--- src/verilog/dtw_pkg.sv ---
package dtw_pkg;

  localparam logic [6:0] BCAST_ADDR = 7'h48;
  localparam logic [4:0] HS_CODE_TOP = 5'h01;
  localparam logic [4:0] ADDR_HI_FLOAT = 5'h03;
  localparam logic [4:0] ADDR_HI_GND = 5'h02;
  localparam logic [4:0] ADDR_HI_SUPPLY = 5'h13;
  localparam logic [1:0] ADDR_LO_FLOAT = 2'h0;
  localparam logic [1:0] ADDR_LO_GND = 2'h1;
  localparam logic [1:0] ADDR_LO_SUPPLY = 2'h2;
  localparam logic [1:0] LVL_GND = 2'h0;
  localparam logic [1:0] LVL_FLOAT = 2'h1;
  localparam logic [1:0] LVL_SUPPLY = 2'h2;
  localparam logic [3:0] BYTE_BITS = 4'h8;
  localparam logic [1:0] PD_NORMAL = 2'h0;
  localparam logic [15:0] WORD_RESET = 16'h0000;
  localparam int FIFO_DEPTH = 32;

  typedef struct packed {
    logic [1:0] zero;
    logic [1:0] pd;
    logic [11:0] code;
  } dtw_word_s;

  typedef enum logic [2:0] {
    ST_IDLE = 3'b000,
    ST_ADDR = 3'b001,
    ST_AACK = 3'b010,
    ST_WRX = 3'b011,
    ST_WACK = 3'b100,
    ST_RDX = 3'b101,
    ST_RACK = 3'b110
  } dtw_state_e;

endpackage

--- src/verilog/dtw_fifo.sv ---
`timescale 1ns/10ps
`default_nettype none
module dtw_fifo import dtw_pkg::*; #(
  parameter int WIDTH = 16,
  parameter int DEPTH = FIFO_DEPTH
) (
  // clock and reset
  input wire logic sys_clk,
  input wire logic srst,
  // fill side
  input wire logic in_valid,
  output logic in_ready,
  input wire logic [WIDTH-1:0] in_data,
  // drain side
  output logic out_valid,
  input wire logic out_ready,
  output logic [WIDTH-1:0] out_data
);
  localparam int AW = $clog2(DEPTH);
  localparam int CW = $clog2(DEPTH + 1);

  logic [WIDTH-1:0] mem_q [DEPTH];
  logic [AW-1:0] wp_q, wp_d, rp_q, rp_d;
  logic [CW-1:0] cnt_q, cnt_d;
  logic push, pop;

  assign in_ready = cnt_q != CW'(DEPTH);
  assign out_valid = cnt_q != '0;
  assign out_data = mem_q[rp_q];

  always_comb begin
    push = in_valid && in_ready;
    pop = out_valid && out_ready;
    wp_d = push ? AW'(wp_q + AW'(1)) : wp_q;
    rp_d = pop ? AW'(rp_q + AW'(1)) : rp_q;
    cnt_d = CW'(cnt_q + CW'(push) - CW'(pop));
  end

  always_ff @(posedge sys_clk) begin
    if (srst) begin
      wp_q <= '0;
      rp_q <= '0;
      cnt_q <= '0;
    end else begin
      wp_q <= wp_d;
      rp_q <= rp_d;
      cnt_q <= cnt_d;
    end
    if (push) begin
      mem_q[wp_q] <= in_data;
    end
  end

endmodule
`default_nettype wire

--- src/verilog/dtw_slave.sv ---
`timescale 1ns/10ps
`default_nettype none
module dtw_slave import dtw_pkg::*; #(
  parameter bit TWO_STRAPS = 1'b1,
  parameter int DEPTH = FIFO_DEPTH
) (
  // clock and reset
  input wire logic sys_clk,
  input wire logic srst,
  // two-wire bus pins
  input wire logic scl_in,
  input wire logic sda_in,
  output logic sda_out,
  output logic sda_oe,
  // address straps, three-level codes from the pin sensors
  input wire logic [1:0] addr_strap_low,
  input wire logic [1:0] addr_strap_high,
  output logic strap_sense_en,
  output logic addr_locked,
  // converter side
  input wire logic dac_load_ready,
  output logic [11:0] analog_output_code,
  output logic powerdown_sel_high,
  output logic powerdown_sel_low,
  output logic output_active,
  output logic hs_mode
);

  // ---------------- pin synchronisers
  logic [2:0] scl_sq, sda_sq;
  logic [2:0][3:0] strap_sq;
  logic scl_fq, scl_d, sda_fq, sda_d;
  logic [3:0] strap_fq, strap_d;
  logic rise, fall, start, stop;

  always_comb begin
    // a change counts only once stages two and three agree
    scl_d = (scl_sq[2] == scl_sq[1]) ? scl_sq[2] : scl_fq;
    sda_d = (sda_sq[2] == sda_sq[1]) ? sda_sq[2] : sda_fq;
    strap_d = (strap_sq[2] == strap_sq[1]) ? strap_sq[2] : strap_fq;
    rise = !scl_fq && scl_d;
    fall = scl_fq && !scl_d;
    start = scl_fq && scl_d && sda_fq && !sda_d;
    stop = scl_fq && scl_d && !sda_fq && sda_d;
  end

  always_ff @(posedge sys_clk) begin
    if (srst) begin
      scl_sq <= 3'h7;
      sda_sq <= 3'h7;
      strap_sq <= '0;
      scl_fq <= 1'b1;
      sda_fq <= 1'b1;
      strap_fq <= '0;
    end else begin
      scl_sq <= {scl_sq[1:0], scl_in};
      sda_sq <= {sda_sq[1:0], sda_in};
      strap_sq <= {strap_sq[1:0], {addr_strap_high, addr_strap_low}};
      scl_fq <= scl_d;
      sda_fq <= sda_d;
      strap_fq <= strap_d;
    end
  end

  // ---------------- strap address decode and lock
  function automatic logic [6:0] strap_addr(input logic [1:0] hi, input logic [1:0] lo);
    logic [4:0] top;
    logic [1:0] low;
    top = ADDR_HI_FLOAT;
    low = ADDR_LO_FLOAT;
    case (hi)
      LVL_GND: top = ADDR_HI_GND;
      LVL_SUPPLY: top = ADDR_HI_SUPPLY;
      default: top = ADDR_HI_FLOAT;
    endcase
    case (lo)
      LVL_GND: low = ADDR_LO_GND;
      LVL_SUPPLY: low = ADDR_LO_SUPPLY;
      default: low = ADDR_LO_FLOAT;
    endcase
    return {top, low};
  endfunction

  logic [6:0] own_q, own_d;
  logic lock_q, lock_d;
  logic sense_q;

  always_comb begin
    own_d = own_q;
    // single-strap variant behaves as if the upper strap floats
    if (!lock_q) begin
      own_d = strap_addr(TWO_STRAPS ? strap_fq[3:2] : LVL_FLOAT, strap_fq[1:0]);
    end
  end

  // ---------------- bus engine
  dtw_state_e st_q, st_d;
  logic [3:0] cnt_q, cnt_d;
  logic [7:0] sh_q, sh_d, up_q, up_d;
  logic hi_q, hi_d, ack_q, ack_d, oe_q, oe_d, hs_q, hs_d;
  logic own_hit, bc_hit, push, f_in_ready;
  dtw_word_s word_q, word_d, rd_word, f_out;
  logic f_out_valid;

  assign rd_word = word_q;

  always_comb begin
    st_d = st_q;
    cnt_d = cnt_q;
    sh_d = sh_q;
    up_d = up_q;
    hi_d = hi_q;
    ack_d = ack_q;
    oe_d = oe_q;
    hs_d = hs_q;
    lock_d = lock_q;
    push = 1'b0;
    own_hit = sh_q[7:1] == own_q;
    bc_hit = sh_q[7:1] == BCAST_ADDR;
    if (stop) begin
      st_d = ST_IDLE;
      oe_d = 1'b0;
      hs_d = 1'b0;
    end else if (start) begin
      // repeated start keeps the speed mode
      st_d = ST_ADDR;
      cnt_d = '0;
      oe_d = 1'b0;
    end else if (rise) begin
      case (st_q)
        ST_ADDR, ST_WRX: begin
          sh_d = {sh_q[6:0], sda_fq};
          cnt_d = 4'(cnt_q + 4'h1);
        end
        ST_RDX: cnt_d = 4'(cnt_q + 4'h1);
        ST_WACK: push = !hi_q && f_in_ready;
        ST_RACK: ack_d = !sda_fq;
        default: ;
      endcase
    end else if (fall) begin
      case (st_q)
        ST_ADDR: begin
          if (cnt_q == BYTE_BITS) begin
            if (own_hit || bc_hit) begin
              st_d = ST_AACK;
              oe_d = 1'b1;
              lock_d = lock_q || own_hit;
            end else begin
              st_d = ST_IDLE;
              if (sh_q[7:3] == HS_CODE_TOP) begin
                hs_d = 1'b1;
              end
            end
          end
        end
        ST_AACK: begin
          cnt_d = '0;
          hi_d = 1'b1;
          if (sh_q[0]) begin
            st_d = ST_RDX;
            sh_d = rd_word[15:8];
            oe_d = !rd_word[15];
          end else begin
            st_d = ST_WRX;
            oe_d = 1'b0;
          end
        end
        ST_WRX: begin
          if (cnt_q == BYTE_BITS) begin
            // a full queue refuses the lower byte with a nack
            if (hi_q || f_in_ready) begin
              st_d = ST_WACK;
              oe_d = 1'b1;
              if (hi_q) begin
                up_d = sh_q;
              end
            end else begin
              st_d = ST_IDLE;
            end
          end
        end
        ST_WACK: begin
          st_d = ST_WRX;
          oe_d = 1'b0;
          cnt_d = '0;
          hi_d = !hi_q;
        end
        ST_RDX: begin
          if (cnt_q == BYTE_BITS) begin
            st_d = ST_RACK;
            oe_d = 1'b0;
          end else begin
            sh_d = {sh_q[6:0], 1'b0};
            oe_d = !sh_q[6];
          end
        end
        ST_RACK: begin
          if (ack_q) begin
            st_d = ST_RDX;
            cnt_d = '0;
            hi_d = !hi_q;
            sh_d = hi_q ? rd_word[7:0] : rd_word[15:8];
            oe_d = hi_q ? !rd_word[7] : !rd_word[15];
          end else begin
            st_d = ST_IDLE;
          end
        end
        default: ;
      endcase
    end
  end

  always_ff @(posedge sys_clk) begin
    if (srst) begin
      st_q <= ST_IDLE;
      cnt_q <= '0;
      sh_q <= '0;
      up_q <= '0;
      hi_q <= 1'b0;
      ack_q <= 1'b0;
      oe_q <= 1'b0;
      hs_q <= 1'b0;
      lock_q <= 1'b0;
      own_q <= {ADDR_HI_FLOAT, ADDR_LO_FLOAT};
      sense_q <= 1'b1;
    end else begin
      st_q <= st_d;
      cnt_q <= cnt_d;
      sh_q <= sh_d;
      up_q <= up_d;
      hi_q <= hi_d;
      ack_q <= ack_d;
      oe_q <= oe_d;
      hs_q <= hs_d;
      lock_q <= lock_d;
      own_q <= own_d;
      sense_q <= !lock_d;
    end
  end

  // ---------------- word queue toward the converter
  dtw_fifo #(
    .WIDTH(16),
    .DEPTH(DEPTH)
  ) i_dtw_fifo (
    .sys_clk(sys_clk),
    .srst(srst),
    .in_valid(push),
    .in_ready(f_in_ready),
    .in_data({up_q, sh_q}),
    .out_valid(f_out_valid),
    .out_ready(dac_load_ready),
    .out_data(f_out)
  );

  // ---------------- output-code register
  logic active_q, active_d;

  always_comb begin
    word_d = word_q;
    if (f_out_valid && dac_load_ready) begin
      word_d = f_out;
      word_d.zero = 2'h0;
    end
    active_d = word_d.pd == PD_NORMAL;
  end

  always_ff @(posedge sys_clk) begin
    if (srst) begin
      word_q <= WORD_RESET;
      active_q <= 1'b1;
    end else begin
      word_q <= word_d;
      active_q <= active_d;
    end
  end

  // open drain: only ever pulls low
  assign sda_out = 1'b0;
  assign sda_oe = oe_q;
  assign strap_sense_en = sense_q;
  assign addr_locked = lock_q;
  assign analog_output_code = word_q.code;
  assign powerdown_sel_high = word_q.pd[1];
  assign powerdown_sel_low = word_q.pd[0];
  assign output_active = active_q;
  assign hs_mode = hs_q;
endmodule
`default_nettype wire

--- config.mk ---
export PLATFORM = sky130hd
export DESIGN_NAME = dtw_slave
export DESIGN_NICKNAME = d
export VERILOG_FILES = /design/src/verilog/dtw_pkg.sv /design/src/verilog/dtw_fifo.sv /design/src/verilog/dtw_slave.sv
export SDC_FILE = /design/constraint.sdc
export NUM_CORES = 1
export LEC_CHECK = 0
export ABC_CLOCK_PERIOD_IN_PS = 8700
export BUFFER_PORTS_ARGS = -buffer_cell sky130_fd_sc_hd__buf_2
export CAP_MARGIN = 20
export CORE_AREA = 2 2 185 187
export DETAILED_ROUTE_END_ITERATION = 8
export DIE_AREA = 0 0 187 189
export PLACE_DENSITY = 0.81
export REMOVE_ABC_BUFFERS = 1
export SYNTH_ARGS = -nofsm -noshare
export SYNTH_HDL_FRONTEND = slang
export SYNTH_SLANG_ARGS = --single-unit
--- constraint.sdc ---
create_clock -name sys_clk -period 8.7 [get_ports sys_clk]
set_input_delay 1.74 -clock sys_clk [delete_from_list [all_inputs] [get_ports sys_clk]]
set_output_delay 1.74 -clock sys_clk [all_outputs]
set_load 0.02 [all_outputs]
---- Word level (Yosys, flattened, before mapping) ----
Memory sizes are Yosys's and may differ from the RTL's. A register that Yosys moved wholly into a read port is not among the register bits.
Cells that the tools add are included.
word-level totals
  memories ................................ 1
  bits in latches ......................... 0
  flip-flop bits (word level) ............. 91
  RAM bits ................................ 512
  word-level logic and storage cells ...... 173
  bits in read-only memories .............. 0
  output and inout port bits .............. 20
operators by class
  div/mod/pow operators ................... 0
  equal/unequal tests ..................... 32
  $lt $le $gt $ge ......................... 0
  bitwise logic cells ..................... 4
  add/sub/neg operators ................... 5
  shift-type cells ........................ 0
  $mul .................................... 0
  reductions and logical operators ........ 48
  mux-type cells .......................... 56
memory list
  name              words  width  read ports  clocked after Yosys merged registers in  write ports  RTL line        RTL
  i_dtw_fifo.mem_q  32     16     1           1                                        1            dtw_fifo.sv:22  logic [WIDTH-1:0] mem_q [DEPTH];
operators with widths
  kind                                          count
  two-way mux 8 bit                             7
  two-way mux 1 bit                             27
  one-hot mux 8 bit (3 select lines)            1
  AND reduction 8 bit                           3
  two-way mux 4 bit                             5
  two-way mux 3 bit                             6
  != test 3 bit (second input constant)         6
  one-hot mux 3 bit (6 select lines)            1
  AND reduction 6 bit                           3
  two-way mux 14 bit                            1
  AND reduction 7 bit                           2
  != test 2 bit (second input constant)         6
  nonzero test 6 bit                            2
  adder 5 x 1 -> 5 bit (second input constant)  2
  logical AND 1 bit                             10
  two-way mux 5 bit                             2
  one-hot mux 5 bit (2 select lines)            1
  == test 3 bit (second input constant)         3
  logical NOT 1 bit                             8
  one-hot mux 4 bit (2 select lines)            1
  nonzero test 4 bit                            2
  == test 7 bit                                 1
  == test 7 bit (second input constant)         1
  nonzero test 7 bit                            1
  27 further kinds                              43

---- Logic depth before layout (Yosys ltp) ----
  depth in word-level cells ............... 10
  depth in mapped cells ................... 13

---- By module ----
From an unflattened synthesis, not the netlist that was laid out.
second synthesis, totals
  cells, all modules ...................... 1440
  area total of the unflattened synthesis .. 24091.9 µm²
modules (own cells, without submodules)
  module     instances  sequential area each (µm²)  area an instance (µm²)  cells an instance
  dtw_fifo   1          15795.1                     20706.1                 1067
  dtw_slave  1          1441.4                      3385.7                  373

---- Worst setup path before layout ----
No wires, ideal clock.
  path kind ............................... input port to flip-flop
  from .................................... input port dac_load_ready
  to ...................................... register i_dtw_fifo.cnt_q[4]
  library setup time ...................... 128 ps
  data required time ...................... 8572 ps
  stages .................................. 12
  slack ................................... 4913 ps
  arrival time ............................ 3659 ps
  cells stage by stage .................... inv_1 -> a41oi_1 -> clkbuf_1 -> ha_1 -> inv_1 -> ha_1 -> fa_1 -> a21oi_1 -> nor2_1 -> nor2_1 -> xor2_1 -> nor2_1
on the way
  longest elaborated chain between the ends .. 2
RTL lines
  element                    RTL line         RTL
  start, declared            dtw_slave.sv:21  input wire logic dac_load_ready,
  logical AND 1 bit          dtw_fifo.sv:33   pop = out_valid && out_ready;
  net i_dtw_fifo.pop         dtw_fifo.sv:25   logic push, pop;
  subtractor 6 x 1 -> 6 bit  dtw_fifo.sv:36   cnt_d = CW'(cnt_q + CW'(push) - CW'(pop));
  end signal, assigned       dtw_fifo.sv:47   cnt_q <= cnt_d;
  end, declared              dtw_fifo.sv:24   logic [CW-1:0] cnt_q, cnt_d;
The timed path passes the listed nets, and every way through them passes these cells.
A chain may end at the register's enable or synchronous reset.

---- Final worst setup path ----
  from .................................... register st_q[2]
  to ...................................... memory i_dtw_fifo.mem_q[0][3], enable pin
on the way
  longest elaborated chain between the ends .. 8
RTL lines
  element                                  RTL line          RTL
  start, declared                          dtw_slave.sv:97   dtw_state_e st_q, st_d;
  start signal, assigned                   dtw_slave.sv:227  st_q <= st_d;
  == test 3 bit                            dtw_slave.sv:130  case (st_q)
  two-way mux 1 bit                        dtw_slave.sv:130
  two-way mux 1 bit                        dtw_slave.sv:129  end else if (rise) begin
  two-way mux 1 bit                        dtw_slave.sv:124  end else if (start) begin
  two-way mux 1 bit                        dtw_slave.sv:120  if (stop) begin
  logical AND 1 bit                        dtw_fifo.sv:32    push = in_valid && in_ready;
  two-way mux 1 bit                        dtw_fifo.sv:49    if (push) begin
  two-way mux 1 bit (implied by the code)  dtw_fifo.sv:50    mem_q[wp_q] <= in_data;
  end, declared                            dtw_fifo.sv:22
Every way passes these cells.

==> impl_summary.txt <==
----------------------------------------------------
[Run status]
  Run status ... finished, final reports clean

[STA]
  Total negative slack for setup checks ... 0 ps
  Relative max-transition margin ... between 20% and 30%
  Setup repair after global routing missed its margin ... false
  Final-report setup violation count ... 0
  Slew Limit Fails ... 0
  Max Clock Skew ... roughly 23 ps
  Count of final hold-check violations ... 0
  Minimum period implied by the final worst setup slack ... 3450 ps
  Ratio of final minimum period to clock period ... about two fifths
  Top achievable clock speed ... slightly below 0.3 GHz
  Worst-case setup margin in the final layout ... 5250 ps
  Transition time at the pin with the least slew margin ... around 1100 ps

[GRT]
  First-pass GRT wire length ... slightly above 70 mm
  Remaining Overflow, GRT ... 0
  Total Routing Usage GR ... approximately 28%
  Vias in the first global route ... 11383
  Initial antenna violation count ... 1
  Largest net degree at the start of global routing ... 129

[Finish]
  Diode insertion count for antenna repair ... 0
  Area of all placed cells without fillers ... about 24000 µm²
  Post-Layout Cell Count ... 1744
  Layout cells sized above 1 ... between 20% and 30%
  Number of filler cells placed in the layout ... 1906
  Fin nets ... about 1300
  Post-synthesis to final-layout area growth ... 11.2%

[Floorplanning]
  Die width ... around 190 µm
  Top Ports ... 29
  Die ar. ... between 30000 and 40000 µm²
  Effective utilization at floorplan ... 64.3%
  Placeable core area ... between 30000 and 40000 µm²
  Height of the die ... around 190 µm
  Row Count ... 67

[Placement]
  Number of port buffers ... 27
  DPL Wire Length ... between 20 and 30 mm
  Placement-stage cell area ... approximately 22000 µm²
  Final estimated routing congestion in global placement ... 0.854
  Placed Cells ... 1648
  Placement-stage worst setup slack ... 4340 ps

[Clocking]
  Post-cts gate resize count ... 0
  Clock insertion delay at the later pin of the skew report ... roughly 570 ps
  H-tree lvl count ... 2
  TritonCTS clock tree ... yes
  CTS Sinks ... around 540
  Number of buffers added for setup after CTS ... 0
  Clock-pin slew reported for the worst setup and hold paths after clock tree synthesis ... about 70 ps
  Buffers from clock root to sink, at most ... 3
  Library cell used as clock root buffer ... sky130_fd_sc_hd__clkbuf_16
  Number of buffers inserted during clock tree synthesis ... between 50 and 60
  Number of buffers inserted by hold repair at cts ... 0

[Routing]
  Detailed Route WL ... approximately 48 mm
  Avg WL per Cell ... ~28 µm
  Via density per instance ... around 6.5
  TritonRoute pass-1 iters ... 7
  Total vias in the final route ... roughly 11000
  Number of antenna-violating nets in the routed design ... 0
  Starting DRT DRC Count ... approximately 1500
  DR DRC count ... 0

[Synth]
  Post-synthesis sequential element count ... about 540
  EDFF count, synth ... ~450
  Yosys warns ... 0
  Post-synthesis average cell area ... about 18 µm²
  Most instantiated flip-flop cell in the synthesis netlist ... sky130_fd_sc_hd__edfxtp_1
  Number of cells produced by synthesis ... between 1000 and 1500
  Share of flip-flops with an asynchronous set or reset ... 0%
  Syn Std Cell Area ... between 20000 and 25000 µm²
  Part of the Yosys area used for sequential elements ... between 70% and 80%
  Number of library cell types mapped by synthesis ... 67

[Setup path]
  Arrival time of the worst setup path ... roughly 3600 ps
  Sort of element at the start of the critical path ... register
  Type of the worst setup path ... reg2reg
  Critical Path RT ... just under 9000 ps
  Crit end category ... register
  Largest fanout of any net on the critical path ... 17

[Flow run]
  # Max-Cap Violations ... 0

[Min path]
  Class of the worst hold path ... reg2reg

[Pwr]
  Power density of the placed cells ... around 250 nW/µm²
  Worst vdd rail ir drop ... between 0.2 and 0.25 mV
  Leakage component of the power ... between 7 and 8 nW

----------------------------------------------------
area by class of cell:
class                           count  area (µm²)  share of cell area [%]
Clock buffer                       70        1470                    6.18
Clock inverter                     22         209                   0.878
Inverter                           23        86.3                   0.363
Multi-Input combinational cell    568        5630                    23.7
Sequential cell                   539       15300                    64.2
Tap cell                          448         561                    2.36
Timing Repair Buffer               74         548                    2.30
Yosys cell counts, types with 9 or more instances:
master / instances / area share, %
sky130_fd_sc_hd__ha_1: 20 / 1.2
sky130_fd_sc_hd__mux4_2: 104 / 11
sky130_fd_sc_hd__a22oi_1: 22 / 0.77
sky130_fd_sc_hd__mux2i_1: 49 / 2.3
sky130_fd_sc_hd__dfxtp_1: 91 / 8.5
sky130_fd_sc_hd__nand2_1: 32 / 0.56
sky130_fd_sc_hd__xnor2_1: 9 / 0.37
sky130_fd_sc_hd__edfxtp_1: 448 / 63
sky130_fd_sc_hd__clkbuf_1: 30 / 0.53
sky130_fd_sc_hd__o31ai_1: 12 / 0.42
sky130_fd_sc_hd__nor2_1: 107 / 1.9
sky130_fd_sc_hd__mux2_2: 24 / 1.3
sky130_fd_sc_hd__inv_1: 23 / 0.40
sky130_fd_sc_hd__a21oi_1: 24 / 0.56
sky130_fd_sc_hd__buf_2: 14 / 0.33
sky130_fd_sc_hd__o22ai_1: 13 / 0.38
sky130_fd_sc_hd__a211oi_1: 10 / 0.35
sky130_fd_sc_hd__nor2b_1: 19 / 0.56
sky130_fd_sc_hd__xor2_1: 11 / 0.45
state kept, by name, summed over array words and instances (netlist names), 3 cells and up, named ones only:
register and flops:
analog_output_code 12, cnt_q 4, i_dtw_fifo.cnt_q 6, i_dtw_fifo.mem_q 448
i_dtw_fifo.rp_q 5, i_dtw_fifo.wp_q 5, own_q 4, scl_sq 3
sda_sq 3, sh_q 8, st_q 3, strap_fq 4
strap_sq 12, up_q 6
critical path, stage by stage, from the launching register on:
cell and delay, ps:
sky130_fd_sc_hd__dfxtp_1 690, sky130_fd_sc_hd__nor2b_1 410, sky130_fd_sc_hd__nor4b_1 260, sky130_fd_sc_hd__and3_1 450, sky130_fd_sc_hd__nand2_1 310, sky130_fd_sc_hd__nor2_2 920
power by group:
group | internal (mW) | switching [mW]
Clock | 1.30 | 0.930
Combinational | 0.450 | 0.418
Sequential | 2.80 | 0.0782
cells by family (layout without fill, tap and decap cells):
| group | Yosys count | in the layout | share of synthesized area [%] |
|---|---|---|---|
| buffers and inverters | 87 | 189 | 2.30 |
| DFF | 539 | 539 | 71.4 |
| other | 1 | 1 | 0.0175 |
| muxes | 182 | 182 | 15.1 |
| adders and majority gates | 22 | 22 | 1.31 |
| xor gates and xnor gates | 20 | 20 | 0.819 |
| and+or+nand+nor | 226 | 226 | 5.16 |
| AOI/OAI and AO/OA | 117 | 117 | 3.93 |
placed cells by master, fill, tap and decap left out, types with 8 or more instances in the layout:
| cell type | n |
|---|---|
| sky130_fd_sc_hd__edfxtp_1 | 448 |
| sky130_fd_sc_hd__mux4_2 | 104 |
| sky130_fd_sc_hd__nor2_1 | 103 |
| sky130_fd_sc_hd__dfxtp_1 | 88 |
| sky130_fd_sc_hd__clkbuf_16 | 54 |
| sky130_fd_sc_hd__mux2i_1 | 49 |
| sky130_fd_sc_hd__buf_4 | 42 |
| sky130_fd_sc_hd__nand2_1 | 32 |
| sky130_fd_sc_hd__buf_2 | 27 |
| sky130_fd_sc_hd__mux2_2 | 24 |
| sky130_fd_sc_hd__a21oi_1 | 24 |
| sky130_fd_sc_hd__inv_1 | 23 |
| sky130_fd_sc_hd__a22oi_1 | 22 |
| sky130_fd_sc_hd__ha_1 | 20 |
| sky130_fd_sc_hd__nor2b_1 | 19 |
| sky130_fd_sc_hd__o22ai_1 | 13 |
| sky130_fd_sc_hd__o31ai_1 | 12 |
| sky130_fd_sc_hd__clkinv_2 | 12 |
| sky130_fd_sc_hd__xor2_1 | 11 |
| sky130_fd_sc_hd__a211oi_1 | 10 |
| sky130_fd_sc_hd__clkbuf_1 | 10 |
| sky130_fd_sc_hd__xnor2_1 | 9 |
| sky130_fd_sc_hd__nand3b_1 | 8 |
| sky130_fd_sc_hd__nand2b_1 | 8 |
| sky130_fd_sc_hd__nand4_1 | 8 |
path summary, 6_finish.rpt:
kind,from,end,slack [ps],cells past startpoint
min,sda_sq[0],sda_sq[1],410,1
max,st_q[2],i_dtw_fifo.mem_q[0][3],5250,5
min reg2reg,sda_sq[0],sda_sq[1],410,1
max reg2reg,st_q[2],i_dtw_fifo.mem_q[0][3],5250,5
routing by layer:
metal  GRT usage (%)  share of wire [%]
met2            47.2                 51
met5               0              0.027
met1            36.3                 37
met3            5.36                8.7
met4            10.4                3.5
stage by stage:
stage / hold slack (ps) / power (mW) / util [%]
after floorplan: 389 / 3.67 / -
after global placement: 393 / 3.78 / 66.2
after detailed placement: 401 / 3.79 / 66.2
after CTS: 416 / 6.00 / 71.3
after global routing: 433 / 6.16 / 71.5
final: 414 / 5.97 / 71.5
Note: power is estimated with default switching activity, not from simulation.
